## src/rtl/sensor_result_pkg.sv

```systemverilog
// Package with register map, field layout and carrier types of the result bank
package sensor_result_pkg;

	localparam int ADDR_W = 8;
	localparam int DATA_W = 8;

	// Register offsets
	localparam logic [7:0] OFF_MAKER_CODE_LOW = 8'h0e;
	localparam logic [7:0] OFF_MAKER_CODE_HIGH = 8'h0f;
	localparam logic [7:0] OFF_TEMP_RESULT_HIGH = 8'h10;
	localparam logic [7:0] OFF_TEMP_RESULT_LOW = 8'h11;
	localparam logic [7:0] OFF_XAXIS_RESULT_HIGH = 8'h12;
	localparam logic [7:0] OFF_XAXIS_RESULT_LOW = 8'h13;
	localparam logic [7:0] OFF_YAXIS_RESULT_HIGH = 8'h14;
	localparam logic [7:0] OFF_YAXIS_RESULT_LOW = 8'h15;
	localparam logic [7:0] OFF_ZAXIS_RESULT_HIGH = 8'h16;
	localparam logic [7:0] OFF_ZAXIS_RESULT_LOW = 8'h17;
	localparam logic [7:0] OFF_CONVERSION_STATE = 8'h18;
	localparam logic [7:0] OFF_ROTATION_HIGH = 8'h19;
	localparam logic [7:0] OFF_ROTATION_LOW = 8'h1a;
	localparam logic [7:0] OFF_FIELD_VECTOR_SIZE = 8'h1b;
	localparam logic [7:0] OFF_DEVICE_HEALTH = 8'h1c;

	// Arbitrary identification value, not tied to any maker
	localparam logic [15:0] MAKER_CODE_DEFAULT = 16'ha5c3;

	// Conversion state fields
	localparam int SET_COUNT_LSB = 5;
	localparam int SET_COUNT_W = 3;
	localparam int POWER_ON_BIT = 4;
	localparam int DIAG_BIT = 1;
	localparam int READY_BIT = 0;
	localparam logic [7:0] CONVERSION_STATE_RESET = 8'h10;

	// Device health fields
	localparam int PIN_LEVEL_BIT = 4;
	localparam int FAULT_W = 4;
	localparam logic [7:0] DEVICE_HEALTH_RESET = 8'h10;

	// Angle field layout
	localparam int ROTATION_W = 13;
	localparam int ROTATION_FRAC_W = 4;

	// Unmapped reads return this
	localparam logic [7:0] UNMAPPED_DATA = 8'h00;

	typedef enum logic [1:0] {
		ACC_IDLE,
		ACC_READ,
		ACC_WRITE
	} access_e;

	// Result set delivered by the conversion engine
	typedef struct packed {
		logic [15:0] temperatureValue;
		logic [15:0] xaxisValue;
		logic [15:0] yaxisValue;
		logic [15:0] zaxisValue;
		logic [15:0] rotation;
		logic [7:0] fieldVectorSize;
	} result_set_s;

	// Fault inputs: oscillator, irq pin, memory crc, supply low (bit 3 to 0)
	typedef struct packed {
		logic oscillatorFault;
		logic irqPinFault;
		logic memoryCrcFault;
		logic supplyLowFault;
	} fault_set_s;

	// Register access from the serial front end
	typedef struct packed {
		logic read;
		logic write;
		logic [7:0] addr;
		logic [7:0] wdata;
	} reg_access_s;

endpackage

```

## src/rtl/fault_sticky.sv

```systemverilog
`timescale 1ns/1ps
// Sticky fault flags with write-one-to-clear, set winning over clear
module fault_sticky
	import sensor_result_pkg::*;
(
	// Clock and control
	input wire logic mclk,
	input wire logic rst,
	input wire logic ce,
	// Events and clear
	input wire logic [FAULT_W-1:0] setEvent,
	input wire logic [FAULT_W-1:0] clearMask,
	// Flags
	output logic [FAULT_W-1:0] flags
);

	logic [FAULT_W-1:0] next_flags;

	assign next_flags = (flags & ~clearMask) | setEvent;

	always_ff @(posedge mclk) begin
		if (rst) begin
			flags <= '0;
		end else if (ce) begin
			flags <= next_flags;
		end
	end

endmodule

```

## src/rtl/pin_sync.sv

```systemverilog
`timescale 1ns/1ps
// Two-stage synchroniser for a group of asynchronous levels
module pin_sync #(
	parameter int W = 1
) (
	// Clock and control
	input wire logic mclk,
	input wire logic rst,
	input wire logic ce,
	// Levels
	input wire logic [W-1:0] async,
	output logic [W-1:0] synced
);

	logic [W-1:0] stage1;

	always_ff @(posedge mclk) begin
		if (rst) begin
			stage1 <= '0;
			synced <= '0;
		end else if (ce) begin
			stage1 <= async;
			synced <= stage1;
		end
	end

endmodule

```

## src/rtl/sensor_result_status_regs.sv

```systemverilog
`timescale 1ns/1ps
// Result and status register bank of a three-axis field sensor
module sensor_result_status_regs
	import sensor_result_pkg::*;
(
	// Clock, reset, enable
	input wire logic mclk,
	input wire logic rst,
	input wire logic ce,
	// Register access from the serial front end
	input wire reg_access_s regAccess,
	output logic [7:0] rdata,
	output logic rdataValid,
	// Conversion engine
	input wire result_set_s resultSet,
	input wire logic setDone,
	input wire logic bufferReady,
	// Fault detectors and pin readback (asynchronous levels)
	input wire fault_set_s faultLevels,
	input wire logic irqPinLevel,
	// Status view
	output logic [7:0] conversionState,
	output logic [7:0] deviceHealth
);

	// Stored result set
	logic [15:0] temperatureValue;
	logic [15:0] xaxisValue;
	logic [15:0] yaxisValue;
	logic [15:0] zaxisValue;
	logic [15:0] rotation;
	logic [7:0] fieldVectorSize;
	logic [SET_COUNT_W-1:0] setCount;
	logic powerOnFlag;
	logic readyFlag;
	logic pinLevel;
	logic pinCaptured;
	logic pinWarm;
	logic [FAULT_W-1:0] faultFlags;
	logic [FAULT_W:0] syncedIn;
	access_e access;

	// Decoding
	wire logic writeHit = regAccess.write && !regAccess.read;
	wire logic statusWrite = writeHit && regAccess.addr == OFF_CONVERSION_STATE;
	wire logic healthWrite = writeHit && regAccess.addr == OFF_DEVICE_HEALTH;
	wire logic clearPowerOn = statusWrite && regAccess.wdata[POWER_ON_BIT];
	wire logic [FAULT_W-1:0] faultClear =
		healthWrite ? regAccess.wdata[FAULT_W-1:0] : '0;
	wire logic [FAULT_W-1:0] faultNow = syncedIn[FAULT_W-1:0];
	wire logic pinNow = syncedIn[FAULT_W];
	wire logic diagFail = |faultFlags;
	wire logic [15:0] angleMasked = {3'b000, rotation[ROTATION_W-1:0]};
	wire result_set_s heldSet =
		{temperatureValue, xaxisValue, yaxisValue, zaxisValue, angleMasked, fieldVectorSize};
	wire logic [7:0] readMux = decode(regAccess.addr, heldSet, conversionState, deviceHealth);
	wire logic [SET_COUNT_W-1:0] next_setCount = setCount + SET_COUNT_W'(1);

	assign access = regAccess.read ? ACC_READ : (regAccess.write ? ACC_WRITE : ACC_IDLE);

	assign conversionState = {setCount, powerOnFlag, 2'b00, diagFail, readyFlag};
	assign deviceHealth = {3'b000, pinLevel, faultFlags};

	// Every source is an argument, so the mux re-evaluates whenever any of them moves
	function automatic logic [7:0] decode(
		input logic [7:0] addr,
		input result_set_s held,
		input logic [7:0] statusByte,
		input logic [7:0] healthByte
	);
		logic [7:0] value;
		value = UNMAPPED_DATA;
		case (addr)
			OFF_MAKER_CODE_LOW: value = MAKER_CODE_DEFAULT[7:0];
			OFF_MAKER_CODE_HIGH: value = MAKER_CODE_DEFAULT[15:8];
			OFF_TEMP_RESULT_HIGH: value = held.temperatureValue[15:8];
			OFF_TEMP_RESULT_LOW: value = held.temperatureValue[7:0];
			OFF_XAXIS_RESULT_HIGH: value = held.xaxisValue[15:8];
			OFF_XAXIS_RESULT_LOW: value = held.xaxisValue[7:0];
			OFF_YAXIS_RESULT_HIGH: value = held.yaxisValue[15:8];
			OFF_YAXIS_RESULT_LOW: value = held.yaxisValue[7:0];
			OFF_ZAXIS_RESULT_HIGH: value = held.zaxisValue[15:8];
			OFF_ZAXIS_RESULT_LOW: value = held.zaxisValue[7:0];
			OFF_CONVERSION_STATE: value = statusByte;
			OFF_ROTATION_HIGH: value = held.rotation[15:8];
			OFF_ROTATION_LOW: value = held.rotation[7:0];
			OFF_FIELD_VECTOR_SIZE: value = held.fieldVectorSize;
			OFF_DEVICE_HEALTH: value = healthByte;
			default: value = UNMAPPED_DATA;
		endcase
		return value;
	endfunction

	// Synchronise fault levels and pin readback
	pin_sync #(
		.W(FAULT_W + 1)
	) u_sync (
		.mclk(mclk),
		.rst(rst),
		.ce(ce),
		.async({irqPinLevel, faultLevels}),
		.synced(syncedIn)
	);

	// Sticky fault flags
	fault_sticky u_faults (
		.mclk(mclk),
		.rst(rst),
		.ce(ce),
		.setEvent(faultNow),
		.clearMask(faultClear),
		.flags(faultFlags)
	);

	// Result capture; host writes never reach these
	always_ff @(posedge mclk) begin
		if (rst) begin
			temperatureValue <= '0;
			xaxisValue <= '0;
			yaxisValue <= '0;
			zaxisValue <= '0;
			rotation <= '0;
			fieldVectorSize <= '0;
		end else if (ce && setDone) begin
			temperatureValue <= resultSet.temperatureValue;
			xaxisValue <= resultSet.xaxisValue;
			yaxisValue <= resultSet.yaxisValue;
			zaxisValue <= resultSet.zaxisValue;
			rotation <= resultSet.rotation;
			fieldVectorSize <= resultSet.fieldVectorSize;
		end
	end

	// Conversion status: counter, power-on flag, ready flag
	always_ff @(posedge mclk) begin
		if (rst) begin
			setCount <= '0;
			powerOnFlag <= 1'b1;
			readyFlag <= 1'b0;
		end else if (ce) begin
			if (setDone) begin
				setCount <= next_setCount;
			end
			if (clearPowerOn) begin
				powerOnFlag <= 1'b0;
			end
			readyFlag <= bufferReady;
		end
	end

	// Pin readback: reads high from reset, tracks the pin once both sync stages hold it
	always_ff @(posedge mclk) begin
		if (rst) begin
			pinLevel <= 1'b1;
			pinCaptured <= 1'b0;
			pinWarm <= 1'b0;
		end else if (ce) begin
			pinCaptured <= 1'b1;
			pinWarm <= pinCaptured;
			if (pinWarm) begin
				pinLevel <= pinNow;
			end
		end
	end

	// Read data register
	always_ff @(posedge mclk) begin
		if (rst) begin
			rdata <= '0;
			rdataValid <= 1'b0;
		end else if (ce) begin
			rdataValid <= access == ACC_READ;
			if (access == ACC_READ) begin
				rdata <= readMux;
			end
		end
	end

endmodule

```

## config.mk

```make
export PLATFORM = sky130hd
export DESIGN_NAME = sensor_result_status_regs
export DESIGN_NICKNAME = d
export VERILOG_FILES = /design/src/rtl/sensor_result_pkg.sv /design/src/rtl/fault_sticky.sv /design/src/rtl/pin_sync.sv /design/src/rtl/sensor_result_status_regs.sv
export SDC_FILE = /design/constraint.sdc
export NUM_CORES = 1
export LEC_CHECK = 0
export BUFFER_PORTS_ARGS = -buffer_cell sky130_fd_sc_hd__buf_4
export CAP_MARGIN = 40
export CORE_MARGIN = 2
export CORE_UTILIZATION = 29
export CTS_CLUSTER_DIAMETER = 80
export CTS_CLUSTER_SIZE = 10
export DETAILED_ROUTE_END_ITERATION = 8
export PLACE_DENSITY_LB_ADDON = 0.2
export SLEW_MARGIN = 10
export SYNTH_ARGS = -nofsm -noshare
export SYNTH_HDL_FRONTEND = slang
export SYNTH_SLANG_ARGS = --single-unit
```

## constraint.sdc

```tcl
create_clock -name mclk -period 3.4 [get_ports mclk]
set_input_delay 0.17 -clock mclk [delete_from_list [all_inputs] [get_ports mclk]]
set_output_delay 0.17 -clock mclk [all_outputs]
set_load 0.01 [all_outputs]
```

**Word level (Yosys, flattened, before mapping)**

Cells that the tools add are included.

- Register bits after elaboration: 116
- Input bits: 116
- Word-level logic and storage cells: 52
- Output and inout port bits: 25

- Bitwise gates (word level): 3
- $add $sub $neg: 1
- Mux-type cells: 4
- Reductions and logical operators: 11
- Eq/ne operators: 16

Operator list:

| kind | number |
|---|---|
| one-hot mux 8 bit (15 select lines) | 1 |
| equality test 8 x 5 -> 1 bit, second input constant | 13 |
| equality test 8 x 4 -> 1 bit, second input constant | 2 |
| AND reduction 2 bit | 4 |
| logical AND 1 bit | 5 |
| bitwise AND 4 bit | 1 |
| two-way mux 2 bit | 2 |
| two-way mux 4 bit | 1 |
| inverter 4 bit | 1 |
| OR 4 bit | 1 |
| OR reduction 4 bit | 1 |
| adder 3 x 1 -> 3 bit, second input constant | 1 |
| equality test 2 x 1 -> 1 bit, second input constant | 1 |
| zero test 1 bit | 1 |

**Longest topological paths before layout**

Gate-level depths: netlist (run 1).

- Word-level depth: 7
- Gate-level depth with buffers: 7
- Gate-level depth less buffers: 5

**Cells and area by module**

Synthesis (run 1) repeated with hierarchy kept, for this count alone.

- Cells, all modules: 655
- Area total of the unflattened synthesis: 5252.5 um^2

Modules (own cells, without submodules):

| module | times used | area an instance (um^2) | seq. area each (um^2) | cells an instance |
|---|---|---|---|---|
| sensor_result_status_regs | 1 | 4733.3 | 2042.0 | 606 |
| pin_sync | 1 | 352.8 | 200.2 | 32 |
| fault_sticky | 1 | 166.4 | 80.1 | 17 |

**Least setup slack after synthesis (run 1)**

No wires, ideal clock.

- Kind: register to register
- Start point: register u_faults.flags[3]
- End point: register rdata[1]
- Arrival time: 1690 ps
- Setup time: 136 ps
- Required time: 3264 ps
- Setup slack: 1574 ps
- Stages on the path, launching flop included: 5
- Period minus slack after synthesis: 1826 ps
- Buffers on the path: 0
- Cells stage by stage: dfxtp_1 -> or4_1 -> mux4_2 -> a221oi_1 -> a221oi_2

- Word-level cells in the longest chain between the ends: 2

RTL lines:

| item | line | RTL |
|---|---|---|
| from (decl) | fault_sticky.sv:14 | `output logic [FAULT_W-1:0] flags` |
| from (signal assigned) | fault_sticky.sv:25 | `flags <= next_flags;` |
| OR reduction 4 bit | sensor_result_status_regs.sv:52 | `wire logic diagFail = \|faultFlags;` |
| net diagFail | sensor_result_status_regs.sv:52 |  |
| one-hot mux 8 bit (15 select lines) | sensor_result_status_regs.sv:73 | `case (addr)` |
| to (signal assigned) | sensor_result_status_regs.sv:174 | `rdata <= readMux;` |
| to (decl) | sensor_result_status_regs.sv:12 | `output logic [7:0] rdata,` |

The timed path passes the listed nets, and every way through them passes these cells.
A chain may end at the register's enable or synchronous reset.

**Worst setup path in the final report (run 1)**

- Start point: register u_faults.flags[3]
- End point: register rdata[1]

- Word-level cells in the longest chain between the ends: 2

RTL lines:

| item | line |
|---|---|
| OR reduction 4 bit | sensor_result_status_regs.sv:52 |
| one-hot mux 8 bit (15 select lines) | sensor_result_status_regs.sv:73 |

Every way passes these cells.

==> results of run 1 <==
==> worst reg2reg max path, stage by stage (launching register included) <==
cell	delay [ps]
dfxtp_1	350
or4_1	590
mux4_2	490
a221oi_1	310
a221oi_2	90
==> path summary, 6_finish.rpt <==
check | from | endpoint | slack [ps] | cells past startpoint
worst max-delay path | u_faults.flags[3] | rdata[1] | 1430 | 4
worst min-delay path | resultSet[19] | rotation[11] | 9 | 3
worst max register to register | u_faults.flags[3] | rdata[1] | 1430 | 4
worst min register to register | xaxisValue[1] | xaxisValue[1] | 450 | 2
==> stage by stage <==
stage / instances / hold slack [ps] / util / setup slack, ps / area [um2]
floorplan: 650 / 306 / - / 1570 / 5180
global placement: 950 / 410 / 0.359 / 1250 / 6220
detailed placement: 951 / 418 / 0.360 / 1240 / 6250
CTS: 1018 / 0.0745 / 0.418 / 1420 / 7260
global route: 1018 / 4.48 / 0.418 / 1360 / 7260
finish: 1018 / 9.39 / 0.418 / 1430 / 7260
==> layout by cell type (no fill, tap or decap), types with 2 or more instances in the layout <==
| cell type | netlist | routed |
|---|---|---|
| conb_1 | 1 | 5 |
| a211oi_1 | 4 | 4 |
| a21o_1 | 2 | 2 |
| clkbuf_8 | 0 | 5 |
| nand4_1 | 5 | 5 |
| a311oi_1 | 4 | 4 |
| nand2b_1 | 4 | 4 |
| o22ai_1 | 2 | 2 |
| buf_4 | 9 | 134 |
| a21oi_1 | 94 | 94 |
| nor2_1 | 31 | 31 |
| a32oi_1 | 2 | 2 |
| nor3_1 | 4 | 4 |
| and3b_1 | 2 | 2 |
| nand2_1 | 195 | 194 |
| nand3_1 | 12 | 12 |
| a221oi_2 | 2 | 2 |
| dfxtp_1 | 116 | 116 |
| dlygate4sd3_1 | 0 | 36 |
| a21boi_0 | 3 | 3 |
| a221oi_1 | 5 | 5 |
| a22oi_1 | 14 | 14 |
| mux4_2 | 2 | 2 |
| nor2b_1 | 7 | 7 |
| clkinv_2 | 0 | 2 |
| a31oi_1 | 4 | 4 |
| mux2i_1 | 23 | 23 |
| clkbuf_16 | 0 | 17 |
| o21ai_0 | 5 | 5 |
| nand4b_1 | 3 | 3 |
| mux2_2 | 12 | 12 |
| bufinv_16 | 0 | 4 |
| a2bb2oi_1 | 3 | 3 |
| o221ai_1 | 2 | 2 |
==> cells by family (layout without fill, tap and decap cells) <==
group | Yosys count | count (layout)
mux | 37 | 37
fa+ha+maj | 1 | 1
simple gates | 275 | 275
compound gates | 154 | 154
xor+xnor | 2 | 2
other cells | 1 | 5
buf+inv | 60 | 203
flops | 116 | 116
==> power breakdown <==
part	switching, W	internal (W)
clock network	0.000604	0.00132
logic	0.000196	0.000194
registers	0.0000360	0.00142
==> cell type report <==
| class | count | area [um2] | area share |
|---|---|---|---|
| clock buffer | 23 | 498 | 0.0686 |
| sequential | 116 | 2320 | 0.320 |
| tap | 225 | 282 | 0.0388 |
| timing repair buffer | 172 | 1410 | 0.195 |
| clock inverter | 8 | 146 | 0.0202 |
| multi-input combinational | 474 | 2590 | 0.358 |
==> flip-flops by register name (all words and copies together), names as in the netlist <==
register	flops
fieldVectorSize	8
pinCaptured	1
pinLevel	1
pinWarm	1
powerOnFlag	1
rdata	8
rdataValid	1
readyFlag	1
rotation	13
setCount	3
temperatureValue	16
u_faults.flags	4
u_sync.stage1	5
u_sync.synced	5
xaxisValue	16
yaxisValue	16
zaxisValue	16
==> routing by layer <==
layer	GRT usage	wire [um]	vias to the layer above
met3	0.0475	956	8
met1	0.239	7640	2289
met4	0.0470	140	0
met5	0	0	-
met2	0.299	8080	128
li1	-	-	2495
==> timing repair <==
item	4_1_cts	5_1_grt
hold buffers	36	0
endpoints found under the hold margin	36	0
endpoints found under the setup margin	0	0
==> impl_metrics.ini, run 1 <==
[setup_path]
worstPathArrival_ps = 2250
cp_num_buf_inv = 0
cp_data_required_time_ps = 3670
slowest_delay_ps = 590
cp_slowest_cell = or4_1
cp-end-kind = flip-flop
crit_type = flip-flop to flip-flop
cp-start-kind = flip-flop
crit_family = simple AND/OR/NAND/NOR gates
critPathMaxFanout = 4
crit_chain = or4_1 -> mux4_2 -> a221oi_1 -> a221oi_2

[cts]
clk_path_buf_depth = 2
numCtsBuffers = 17
path_clk_slew_ps = 60
postCtsSetupRepairBufs = 0
cts.sinks = 116
tritoncts = built
ctsResizeCount = 0
clock_latency_ps = 420
cts-root-buf = clkbuf_16
h-tree-depth = 4

[drt]
wl_per_cell_um = 16.5
drc_errors = 0
num_vias = 4920
first_iter_violations = 241
wl_um = 16800
ant_nets = 0
dr.pass1.iters = 4
vias_per_cell = 4.83

[sta]
fin_crit_ps = 1970
clock.fmax_mhz = 506
hold_violations = 0
fin_skew_ps = 9.21
slew_viol_final = 0
slew_headroom = 0.439
tightest_slew_ps = 838
fin_crit_sh = 0.581
rsz0062_at_grt = false
setup-tns-final_ps = 0
setup-violations-final = 0

[power_and_ir_drop]
powerDensity_nw_per_um2 = 519
p_total_w = 0.00377
ir_worst_vdd_mv = 0.400
leakage_nw = 2.85

[layout]
diodes = 0
final_nets = 898
nFillCells = 1745
drive_above_1_share = 0.235
area_delta_synth_final_pct = 40.5

[logic_synthesis]
synth_flop_cell = dfxtp_1
synth_area_um2 = 5170
ys_seq_area_frac = 0.450
synth-async-reset-ratio = 0
synth_top_family_by_area = simple AND/OR/NAND/NOR gates
synth-compound-area-share = 0.184
synth_cell_type_count = 54
yosysMostFrequentCell = nand2_1
synthXorXnorAreaFrac = 0.00339
ys_top_cells_by_count = nand2_1 (195), dfxtp_1 (116), a21oi_1 (94)
avgSynthCellArea_um2 = 8.00
ys_ff_latch = 116
yosys.area_share.simple = 0.229
synth_top_area_frac = 0.450
yosys.area.top_type = dfxtp_1
synth_edf_count = 0
synthMuxAreaShare = 0.0794
synth_warnings = 0
synth_area_leaders = dfxtp_1 (45%), nand2_1 (14%), a21oi_1 (9.1%), mux2i_1 (4.5%), mux2_2 (2.6%)
syn_inst = 646
synth_fa_ha_area_frac = 0.00242

[die]
io_pins = 141
die_width_um = 137
core_area_um2 = 17400
die-area_um2 = 18900
fp.dieH_um = 137
fp-row-count = 48
start_util = 0.298

[grt]
grt_pass1_vias = 4953
grt_pass1_wl_um = 26100
grt-ovfl-total = 0
grt_max_degree = 60
track_usage = 0.183
antenna_found_initial = 0

[worst_hold_path]
hp-class = input port to flip-flop

[flow_run]
cap_viol_max_count = 0

[placed_design]
portBuffers = 129
gp_congestion = 0.805
dp_hpwl_um = 12200

[outcome]
status = finished, final reports clean
No activity file was read; power rests on OpenSTA's default activity.
==> inputs of run 2 (changes only) <==
==> constraint.sdc (replaced) <==
create_clock -name mclk -period 1.6 [get_ports mclk]
set_input_delay 0.08 -clock mclk [delete_from_list [all_inputs] [get_ports mclk]]
set_output_delay 0.08 -clock mclk [all_outputs]
set_load 0.01 [all_outputs]
==> run 2 against run 1 <==
  * The flow now finishes with violations (setup timing)
  * Clock power is 74% higher
  * Setup slack got worse by 1600 ps
  * Routed wire length grew 7.6%
  * Design area rose by 12%
  * Global-route usage rose by 1.4 points
  * Die area did not move
  * Critical path depth unchanged
  * Non-clock buffer count rose by 107
  * Hold slack improved by 11 ps
  * Largest power group unchanged
  * Highest routed layer unchanged
==> impl_metrics.ini, run 2 (synthesis results as in run 1) <==
[layout]
multi_input_area_um2 = 2610
final_common_cell = nand2_1
regArea_um2 = 2320
drive_above_1_share = 0.263
diodes = 0
nFillCells = 1713
final_nets = 1005
final_cell_mix = nand2_1 (193), buf_4 (175), dfxtp_1 (115), dlygate4sd3_1 (96), a21oi_1 (94)
area_delta_synth_final_pct = 57.9

[sta]
fin_crit_ps = 1780
rsz0062_at_grt = true
fin_crit_sh = 1.11
setup-violations-final = 2
setup-tns-final_ps = -275
slew_viol_final = 0
clock.fmax_mhz = 563
timing.final.ws_setup_ps = -176
hold_violations = 0
fin_skew_ps = 9.16
whs_ps = 20.7

[power_and_ir_drop]
ir_worst_vdd_mv = 0.729
leakage_nw = 3.28
powerDensity_nw_per_um2 = 916

[grt]
grt_pass1_vias = 5339
grt_pass1_wl_um = 27800
grt_max_degree = 87
antenna_found_initial = 0
track_usage = 0.197
grt-ovfl-total = 0

[drt]
wl_per_cell_um = 16.1
num_vias = 5365
first_iter_violations = 287
drc_errors = 0
vias_per_cell = 4.77
ant_nets = 0
wl_um = 18100
dr.pass1.iters = 5

[setup_path]
worstPathArrival_ps = 2060
crit_type = flip-flop to flip-flop
slowest_delay_ps = 530
cp-end-kind = flip-flop
cp-start-kind = flip-flop
cp_common_cell = a221oi_2
cp_data_required_time_ps = 1890
critPathMaxFanout = 2
cp_slowest_cell = or4_4
cp_num_buf_inv = 0
crit_family = simple AND/OR/NAND/NOR gates
crit_chain = or4_4 -> mux4_2 -> a221oi_2 -> a221oi_2

[cts]
numCtsBuffers = 17
clock_latency_ps = 420
clk_path_buf_depth = 2
h-tree-depth = 4
cts.sinks = 116
cts-root-buf = clkbuf_16
tritoncts = built
path_clk_slew_ps = 50

[die]
fp.dieH_um = 137
start_util = 0.298
die-area_um2 = 18900
core_area_um2 = 17400
fp-row-count = 48
die_width_um = 137
io_pins = 141

[placed_design]
pre_cts_slack_ps = -268
gp_congestion = 0.890
portBuffers = 129
dp_hpwl_um = 13100

[outcome]
status = complete, but fails checks
violations = setup timing

[worst_hold_path]
hp-class = input port to flip-flop

[flow_run]
cap_viol_max_count = 0
-- run 2: cell count changes in the layout (fill, tap and decap cells not counted), moves of 2 or more --
cell	previous run	this run
clkbuf_8	5	2
dlygate4sd3_1	36	96
buf_12	1	6
bufinv_16	4	0
clkinv_2	2	6
clkinvlp_4	1	4
buf_6	0	2
buf_4	134	175
-- run 2: where the power goes --
part	total [W]	internal [W]	leakage (nW)	switching [W]
Combinational	0.00104	0.000577	2.09	0.000462
Clock	0.00334	0.00202	0.250	0.00131
Sequential	0.00309	0.00302	0.948	0.0000766
Total	0.00747	0.00562	3.28	0.00185
-- run 2: path summary, 6_finish.rpt --
kind	startpoint	to	slack [ps]	depth (start not counted)
max	u_faults.flags[2]	rdata[1]	-180	4
min	regAccess[2]	u_faults.flags[2]	20	4
max reg2reg	u_faults.flags[2]	rdata[1]	-180	4
min reg2reg	xaxisValue[2]	xaxisValue[2]	450	2
-- run 2: worst register-to-register path: stages, from the launching register on --
cell and delay [ps]:
dfxtp_2 320, or4_4 530, mux4_2 480, a221oi_2 250
a221oi_2 80
-- run 2: through the flow --
| step | total power [W] | instances | area [um2] | util |
|---|---|---|---|---|
| after floorplan | 0.00354 | 650 | 5190 | - |
| after global placement | 0.00399 | 997 | 6650 | 0.383 |
| after detailed placement | 0.00400 | 997 | 6650 | 0.383 |
| after CTS | 0.00755 | 1125 | 8150 | 0.469 |
| after global routing | 0.00780 | 1125 | 8160 | 0.470 |
| final | 0.00747 | 1125 | 8160 | 0.470 |
-- run 2: cell type report --
type | count | area share
Clock buffer | 21 | 0.0565
Multi-Input combinational cell | 474 | 0.320
Tap cell | 225 | 0.0345
Timing Repair Buffer | 279 | 0.296
Sequential cell | 116 | 0.285
Clock inverter | 10 | 0.00736
-- run 2: per-layer routing --
layer,vias up,global-route usage,share of wire
met1,2506,0.250,0.45
met4,0,0.0716,0.020
li1,2697,-,-
met5,-,0,0
met2,136,0.330,0.49
met3,26,0.0394,0.045
-- run 2: timing repair --
| item | in CTS | in global routing |
|---|---|---|
| hold buffers | 96 | 0 |
| hold endpoints to repair | 96 | 0 |
| resized for setup | 2 | 3 |
| setup buffers | 1 | 1 |
| endpoints found under the setup margin | 3 | 3 |
| pin swaps | 1 | 0 |
